`src/design/tpg_pkg.sv`:
```
package tpg_pkg;
    // ----------------------------------------
    // Phase indexing and timing
    // ----------------------------------------
    localparam int TPG_PHASES = 3;
    localparam int TPG_CLK_NS = 100;
    // Least dead time between one switch off and the other on
    localparam int TPG_DEAD_NS = 330;
    // Least time rounds up to whole cycles
    localparam int TPG_DEAD_CYC = (TPG_DEAD_NS + TPG_CLK_NS - 1) / TPG_CLK_NS;
    localparam int TPG_DEAD_W = 3;
    // Reset values
    localparam logic TPG_FAULT_RST = 1'b0;
    localparam logic [TPG_DEAD_W-1:0] TPG_DEAD_RST = 3'h0;

    // Per-phase drive state
    typedef enum logic [1:0] {
        TPG_ST_OFF = 2'b00,
        TPG_ST_DEAD = 2'b01,
        TPG_ST_UPPER = 2'b10,
        TPG_ST_LOWER = 2'b11
    } tpg_state_t;
endpackage

```
`src/design/tpg_phase_if.sv`:
```
`timescale 1ns/1ns
`default_nettype none
// Signals between the top and one phase driver
interface tpg_phase_if;
    logic upper_cmd;
    logic lower_cmd;
    logic shutdown;
    logic upper_drv;
    logic lower_drv;
    modport drv (input upper_cmd, input lower_cmd, input shutdown, output upper_drv, output lower_drv);
    modport ctl (output upper_cmd, output lower_cmd, output shutdown, input upper_drv, input lower_drv);
endinterface
`default_nettype wire

```
`src/design/tpg_phase.sv`:
```
`timescale 1ns/1ns
`default_nettype none
module tpg_phase (
    // Clock and reset
    input wire logic clk,
    input wire logic srst,
    // Phase signals
    tpg_phase_if.drv ph
);
    import tpg_pkg::*;

    // ----------------------------------------
    // Drive state with dead time
    // ----------------------------------------
    tpg_state_t state_r, state_nxt;
    logic [TPG_DEAD_W-1:0] dead_r, dead_nxt; // Dead time counter
    logic want_up, want_lo;

    // Next state: switches only turn on through the dead state, they turn off straight to off
    always_comb begin
        want_up = ph.upper_cmd && !ph.lower_cmd; // see (RQ2) (RQ3)
        want_lo = ph.lower_cmd && !ph.upper_cmd; // see (RQ2) (RQ3)
        state_nxt = state_r;
        dead_nxt = dead_r;
        if (ph.shutdown) begin
            // Fault forces both switches off at once
            state_nxt = TPG_ST_OFF; // see (RQ6) (RQ14)
            dead_nxt = TPG_DEAD_RST;
        end else begin
            case (state_r)
                TPG_ST_OFF: begin
                    if (want_up || want_lo) begin
                        state_nxt = TPG_ST_DEAD; // see (RQ11)
                        dead_nxt = TPG_DEAD_W'(TPG_DEAD_CYC);
                    end
                end
                TPG_ST_DEAD: begin
                    if (!(want_up || want_lo)) begin
                        state_nxt = TPG_ST_OFF;
                    end else if (dead_r > TPG_DEAD_W'(1)) begin
                        dead_nxt = dead_r - TPG_DEAD_W'(1);
                    end else begin
                        state_nxt = want_up ? TPG_ST_UPPER : TPG_ST_LOWER; // see (RQ11)
                    end
                end
                TPG_ST_UPPER: begin
                    if (!want_up) begin
                        state_nxt = TPG_ST_OFF;
                    end
                end
                default: begin
                    if (!want_lo) begin
                        state_nxt = TPG_ST_OFF;
                    end
                end
            endcase
        end
    end

    // Register state
    always_ff @(posedge clk) begin
        if (srst) begin
            state_r <= TPG_ST_OFF;
            dead_r <= TPG_DEAD_RST;
        end else begin
            state_r <= state_nxt;
            dead_r <= dead_nxt;
        end
    end

    // Outputs straight from the state register
    assign ph.upper_drv = (state_r == TPG_ST_UPPER); // see (RQ2)
    assign ph.lower_drv = (state_r == TPG_ST_LOWER); // see (RQ2)
endmodule
`default_nettype wire

```
`src/design/tpg_top.sv`:
```
// Operation
// (RQ1) Commands and clear active high, undriven inactive
// (RQ2) Upper command drives upper, lower drives lower
// (RQ3) Both commands together force phase off
// (RQ4) Fault clear resets all three phases
// (RQ5) Fault line active low, only pulled low
// (RQ6) External low on fault line stops all
// (RQ7) Desaturation or undervoltage pulls fault line low
// (RQ8) Indicator active while fault line low
// (RQ9) Fault line is wired-OR of all
// (RQ10) Sync fault line shared wired-OR across phases
// (RQ11) Dead time of 330 ns between switches
// (RQ12) Shutdown runs without controller help
// (RQ13) Controller holds clear during power-on charge
// (RQ14) Fault latched until cleared and gone
`timescale 1ns/1ns
`default_nettype none
module tpg_top (
    // Clock and reset
    input wire logic clk,
    input wire logic srst,
    // Phase commands from the controller
    input wire logic phase_u_upper_cmd,
    input wire logic phase_u_lower_cmd,
    input wire logic phase_v_upper_cmd,
    input wire logic phase_v_lower_cmd,
    input wire logic phase_w_upper_cmd,
    input wire logic phase_w_lower_cmd,
    input wire logic fault_clear_in,
    // Per-phase fault detectors, bit 0 is phase U
    input wire logic [tpg_pkg::TPG_PHASES-1:0] desat_det,
    input wire logic [tpg_pkg::TPG_PHASES-1:0] supply_uv_det,
    // Fault and shutdown line, open drain
    input wire logic fault_shutdown_n_in,
    output logic fault_shutdown_n_out,
    output logic fault_shutdown_n_oe_n,
    // Synchronised fault line, open drain
    input wire logic sync_fault_line_in,
    output logic sync_fault_line_out,
    output logic sync_fault_line_oe_n,
    // Gate drive and indicator
    output logic [tpg_pkg::TPG_PHASES-1:0] upper_gate,
    output logic [tpg_pkg::TPG_PHASES-1:0] lower_gate,
    output logic fault_indicator
);
    import tpg_pkg::*;

    // ----------------------------------------
    // Input synchronisers
    // ----------------------------------------
    // Pins: three stages, a change counts when stages 2 and 3 agree
    localparam int NIN = 2 * TPG_PHASES + 1 + 2 * TPG_PHASES + 2;
    logic [NIN-1:0] pin_raw;
    logic [NIN-1:0] s1_r, s2_r, s3_r, flt_r;
    logic [NIN-1:0] s1_nxt, s2_nxt, s3_nxt, flt_nxt;

    // Undriven pins are pulled to inactive on the board side
    assign pin_raw = {phase_w_lower_cmd, phase_w_upper_cmd, phase_v_lower_cmd, phase_v_upper_cmd,
                      phase_u_lower_cmd, phase_u_upper_cmd, fault_clear_in, desat_det, supply_uv_det,
                      ~fault_shutdown_n_in, sync_fault_line_in}; // see (RQ1) (RQ5)

    // Next values of the sync chain and filtered levels
    always_comb begin
        s1_nxt = pin_raw;
        s2_nxt = s1_r;
        s3_nxt = s2_r;
        flt_nxt = flt_r;
        for (int i = 0; i < NIN; i++) begin
            if (s2_r[i] == s3_r[i]) begin
                flt_nxt[i] = s3_r[i];
            end
        end
    end

    // Register the chain, reset to inactive
    always_ff @(posedge clk) begin
        if (srst) begin
            s1_r <= '0;
            s2_r <= '0;
            s3_r <= '0;
            flt_r <= '0;
        end else begin
            s1_r <= s1_nxt;
            s2_r <= s2_nxt;
            s3_r <= s3_nxt;
            flt_r <= flt_nxt;
        end
    end

    // Unpack the filtered levels
    logic [TPG_PHASES-1:0] up_cmd, lo_cmd, desat, uv;
    logic clr, ext_low, sync_in;
    assign {lo_cmd[2], up_cmd[2], lo_cmd[1], up_cmd[1], lo_cmd[0], up_cmd[0]} = flt_r[NIN-1:NIN-6];
    assign clr = flt_r[NIN-7];
    assign desat = flt_r[NIN-8 -: TPG_PHASES];
    assign uv = flt_r[NIN-11 -: TPG_PHASES];
    assign ext_low = flt_r[1];
    assign sync_in = flt_r[0];

    // ----------------------------------------
    // Fault latches, one per phase
    // ----------------------------------------
    logic [TPG_PHASES-1:0] fault_r, fault_nxt;
    logic [TPG_PHASES-1:0] cause;
    logic any_fault, line_low;

    // Next fault state: a present cause wins over the clear
    always_comb begin
        cause = desat | uv; // see (RQ7)
        for (int i = 0; i < TPG_PHASES; i++) begin
            if (cause[i]) begin
                fault_nxt[i] = 1'b1; // see (RQ7) (RQ14)
            end else if (clr) begin
                fault_nxt[i] = 1'b0; // see (RQ4) (RQ14)
            end else begin
                fault_nxt[i] = fault_r[i];
            end
        end
    end

    // Register fault latches
    always_ff @(posedge clk) begin
        if (srst) begin
            fault_r <= {TPG_PHASES{TPG_FAULT_RST}};
        end else begin
            fault_r <= fault_nxt;
        end
    end

    // Own pull on both shared lines; fault line never driven high, sync line driven high
    assign any_fault = |fault_r; // see (RQ9) (RQ10)
    assign fault_shutdown_n_out = 1'b0; // see (RQ5)
    assign fault_shutdown_n_oe_n = ~any_fault; // see (RQ7) (RQ9)
    assign sync_fault_line_out = 1'b1;
    assign sync_fault_line_oe_n = ~any_fault; // see (RQ10)
    // Resolved line: own pull or anyone else's
    assign line_low = any_fault || ext_low || sync_in; // see (RQ9) (RQ10) (RQ12)

    // Indicator registered so it is a clean level
    logic ind_r, ind_nxt;
    always_comb begin
        ind_nxt = any_fault || ext_low; // see (RQ8)
    end
    always_ff @(posedge clk) begin
        if (srst) begin
            ind_r <= 1'b0;
        end else begin
            ind_r <= ind_nxt;
        end
    end
    assign fault_indicator = ind_r;

    // ----------------------------------------
    // Phase drivers
    // ----------------------------------------
    genvar g;
    generate
        for (g = 0; g < TPG_PHASES; g++) begin : gen_ph
            tpg_phase_if pif ();
            assign pif.upper_cmd = up_cmd[g];
            assign pif.lower_cmd = lo_cmd[g];
            assign pif.shutdown = line_low; // see (RQ6) (RQ12)
            tpg_phase u_ph (
                .clk(clk),
                .srst(srst),
                .ph(pif.drv)
            );
            assign upper_gate[g] = pif.upper_drv;
            assign lower_gate[g] = pif.lower_drv;
        end
    endgenerate
endmodule
`default_nettype wire

```
`config.mk`:
```
export PLATFORM = sky130hd
export DESIGN_NAME = tpg_top
export DESIGN_NICKNAME = d
export VERILOG_FILES = /design/src/design/tpg_pkg.sv /design/src/design/tpg_phase_if.sv /design/src/design/tpg_phase.sv /design/src/design/tpg_top.sv
export SDC_FILE = /design/constraint.sdc
export NUM_CORES = 1
export LEC_CHECK = 0
export ABC_AREA = 0
export BUFFER_PORTS_ARGS = -buffer_cell sky130_fd_sc_hd__clkbuf_2
export CAP_MARGIN = 20
export CORE_UTILIZATION = 45
export CTS_CLUSTER_DIAMETER = 50
export DETAILED_ROUTE_END_ITERATION = 7
export SETUP_SLACK_MARGIN = 0.4
export SLEW_MARGIN = 5
export SYNTH_ARGS = -nofsm -noshare
export SYNTH_HDL_FRONTEND = slang
export SYNTH_SLANG_ARGS = --single-unit
export TNS_END_PERCENT = 50
```
`constraint.sdc`:
```
create_clock -name clk -period 5.1 [get_ports clk]
set_clock_uncertainty 0.2 [all_clocks]
set_input_delay 0.255 -clock clk [delete_from_list [all_inputs] [get_ports clk]]
set_output_delay 0.255 -clock clk [all_outputs]
set_load 0.03 [all_outputs]
```
==> run_results.csv <==
group,metric,value,unit
cells_and_area,drive_gt1_frac,0.1488,
critical_path,path_delay_family,"simple AND/OR/NAND/NOR gates",
min_path,worstHoldPathType,"flop to flop",
timing,max_clock_freq,476.5,MHz
global_routing,antenna_found_initial,0,
timing,timing.final.crit_share,0.4115,
cells_and_area,final_net_count,359,
route,route.antenna.remaining_nets,0,
critical_path,crit_path_max_fo,15,
critical_path,worstSetupEndpointType,"flop",
placed_design,io_buffer_count,25,
placed_design,hpwl,2591,microns
route,routedWlPerCell,10.55,microns
power,p_per_area,344.7,nW/um^2
yosys,synth_warnings,0,
cells_and_area,antenna_cells_inserted,0,
global_routing,global_route.overflow_total,0,
placed_design,gpl.final_weighted_congestion,0.7417,
route,wirelength,4336,microns
clocking,clkSinkCount,79,
placed_design,pre_cts_ws,3005,ps
floorplanning,start_util,0.4767,
clocking,ctsResizeCount,0,
placed_design,place.detailed.instances,380,
critical_path,rr_worst_depth,4,
timing,timing.slew.headroom,0.5651,
floorplanning,ioPinCount,28,
power,design_power_total,1.154,mW
route,drt_first_iter_violations,53,
critical_path,worstSetupPathDepth,4,
critical_path,timing.critical_path.slowest_stage_cell,"or3_1",
critical_path,timing.reg2reg.setup_slack,3000,ps
cells_and_area,layout.filler_cells,523,
yosys,syn_area_per_cell,9.630,sq um
floorplanning,placeableCoreArea,6061,sq um
global_routing,grt_first_pass_wirelength,7293,microns
timing,finalCriticalPeriod,2099,ps
critical_path,timing.critical_path.cells,"or4_1 > or3_1 > a211oi_2 > o21a_1",
clocking,tritoncts.num_buffers,9,
yosys,ys_seq_area_frac,0.5474,
global_routing,largest_net_degree_at_the_start_of_global_routing,66,
yosys,syn-instance-count,300,
floorplanning,fp-row-count,28,
critical_path,cp.buffers_inverters,0,
clocking,clock-root-buffer,"clkbuf_8",
route,via_count,1928,
critical_path,worst-endpoint-arrival,2190,ps
clocking,cts-htree-levels,3,
timing,tightestPinTransition,652.3,ps
status,status,"complete, no violations",
timing,fin_ws,3001,ps
clocking,clkSlewWorstSetupHoldPaths,80,ps
yosys,synth_fp_nets,328,
global_routing,first_global_vias,1750,
timing,finalMaxSlewViolations,0,
cells_and_area,area_growth,15.89,%
timing,totalNegativeSetupSlack,0,ps
power,peakVddDrop,0.2178,mV
critical_path,delay_of_the_slowest_cell_on_the_worst_path,610,ps
critical_path,worst_ep_required_time,5190,ps
yosys,postSynthRegisterBits,79,
floorplanning,die_y,82.13,microns
clocking,cts_buffer_depth,2,
floorplanning,die_area,6745,sq um
cells_and_area,layout.cells.non_filler,411,
clocking,clock_latency,350,ps
yosys,yosys.cell_types.count,36,
min_path,hold_path_cells,1,
timing,finalHoldViolations,0,
route,via_per_inst,4.691,
timing,setup_viol_count_final,0,
timing,final.hold.worst_slack,239.6,ps
clocking,tritoncts,"yes",
floorplanning,die_w,82.13,microns
timing,grt_setup_unrepaired,"no",
flow_run,max_cap_viol_count,0,
critical_path,worst-setup-path-type,"flop to flop",
yosys,netlist_area,2889,sq um
global_routing,global_route.usage.total,0.1451,
power,p_leak,1.254,nW
route,drt_pass1_iterations,4,
route,drc_errors,0,
critical_path,timing.critical_path.from_type,"flop",
-- worst paths after layout --
kind | startpoint | endpoint
worst min register to register | s1_r[2] | s2_r[2]
worst max register to register | fault_r[2] | gen_ph[1].u_ph.state_r[1]
worst max-delay path | fault_r[2] | gen_ph[1].u_ph.state_r[1]
worst min-delay path | s1_r[2] | s2_r[2]
-- cell type report --
type,count,area [sq um],area share
multi-input combinational,185,1130,0.3374
clock buffer,9,123.9,0.03700
sequential,79,1582,0.4723
tap,75,93.84,0.02803
inverter,15,56.30,0.01682
timing repair buffer,41,282.8,0.08445
clock inverter,7,80.08,0.02392
-- synth_stat cells --
master	count	share of area
a211oi_2	1	0.0043
and4_1	1	0.0030
nand2b_1	3	0.0065
or4_1	1	0.0026
o21a_1	2	0.0052
nor2b_1	50	0.11
clkbuf_1	9	0.012
mux2_2	1	0.0039
mux2i_1	2	0.0069
buf_2	1	0.0017
nand3b_1	1	0.0026
nand3_1	4	0.0069
o21bai_1	1	0.0026
buf_6	1	0.0039
a21oi_1	19	0.033
nor4_1	1	0.0022
or3_1	1	0.0022
nand2_1	22	0.029
o21ba_2	1	0.0035
ha_1	11	0.048
a211oi_1	6	0.016
dfxtp_1	79	0.55
inv_1	15	0.019
o21ai_0	23	0.040
a31oi_1	2	0.0043
buf_1	1	0.0013
a22oi_1	2	0.0052
buf_4	9	0.023
and2_1	3	0.0065
nor3_1	4	0.0069
a21oi_2	5	0.015
nor2_1	13	0.017
conb_1	2	0.0026
a32oi_1	1	0.0030
nand4_1	1	0.0022
a311oi_1	1	0.0030
-- layout by cell type (no fill, tap or decap), drive strengths merged --
cell type,instances
nor2,13
o21ai,23
mux2i,2
nor2b,50
and4,1
nand2,22
bufinv,1
nor4,1
clkinvlp,2
or4,1
clkbuf,34
a311oi,1
conb,2
nand2b,3
nand3b,1
o21bai,1
nand4,1
a32oi,1
mux2,1
inv,17
and2,3
a22oi,2
a21oi,24
buf,1
clkinv,2
a211oi,7
dlygate4sd3,15
nor3,4
a31oi,2
dfxtp,79
o21ba,1
ha,11
nand3,4
o21a,2
or3,1
-- sequential cells by signal, indices dropped and copies added (netlist names) --
| name | flops |
|---|---|
| flt_r | 15 |
| s1_r | 15 |
| s2_r | 15 |
| s3_r | 15 |
| gen_ph.u_ph.dead_r | 9 |
| gen_ph.u_ph.state_r | 6 |
| fault_r | 3 |
| fault_indicator | 1 |
-- power by group --
group | internal [mW] | leakage, nW | switching [mW]
clock network | 0.231 | 0.0964 | 0.242
registers | 0.632 | 0.644 | 0.00582
logic | 0.0225 | 0.514 | 0.0212
-- cell families after synthesis --
logic type,Yosys count,synth area share
fa+ha+maj,11,0.04764
flops,79,0.5474
other cells,2,0.002599
buf+inv,36,0.06149
compound gates,64,0.1347
mux,3,0.01083
simple gates,105,0.1953
-- per-stage QoR --
| step | cell area [sq um] | util |
|---|---|---|
| 2_1_floorplan | 2889 | - |
| 3_3_place_gp | 2994 | 0.4940 |
| 3_5_place_dp | 2994 | 0.4940 |
| 4_1_cts | 3348 | 0.5524 |
| 5_1_grt | 3348 | 0.5524 |
| 6_report | 3348 | 0.5524 |
-- what timing repair did --
action | CTS | global route
hold endpoints to repair | 15 | 0
buffers inserted | 0 | 0
hold buffers | 15 | 0
-- per-layer routing --
metal / vias to the layer above / GRT usage / share of wire
li1: 1038 / - / -
met5: - / 0 / 0
met3: 9 / 0.03736 / 0.030
met1: 852 / 0.1821 / 0.53
met4: 0 / 0.09474 / 0.026
met2: 29 / 0.2198 / 0.41
Power figures use the tool's default switching activity.
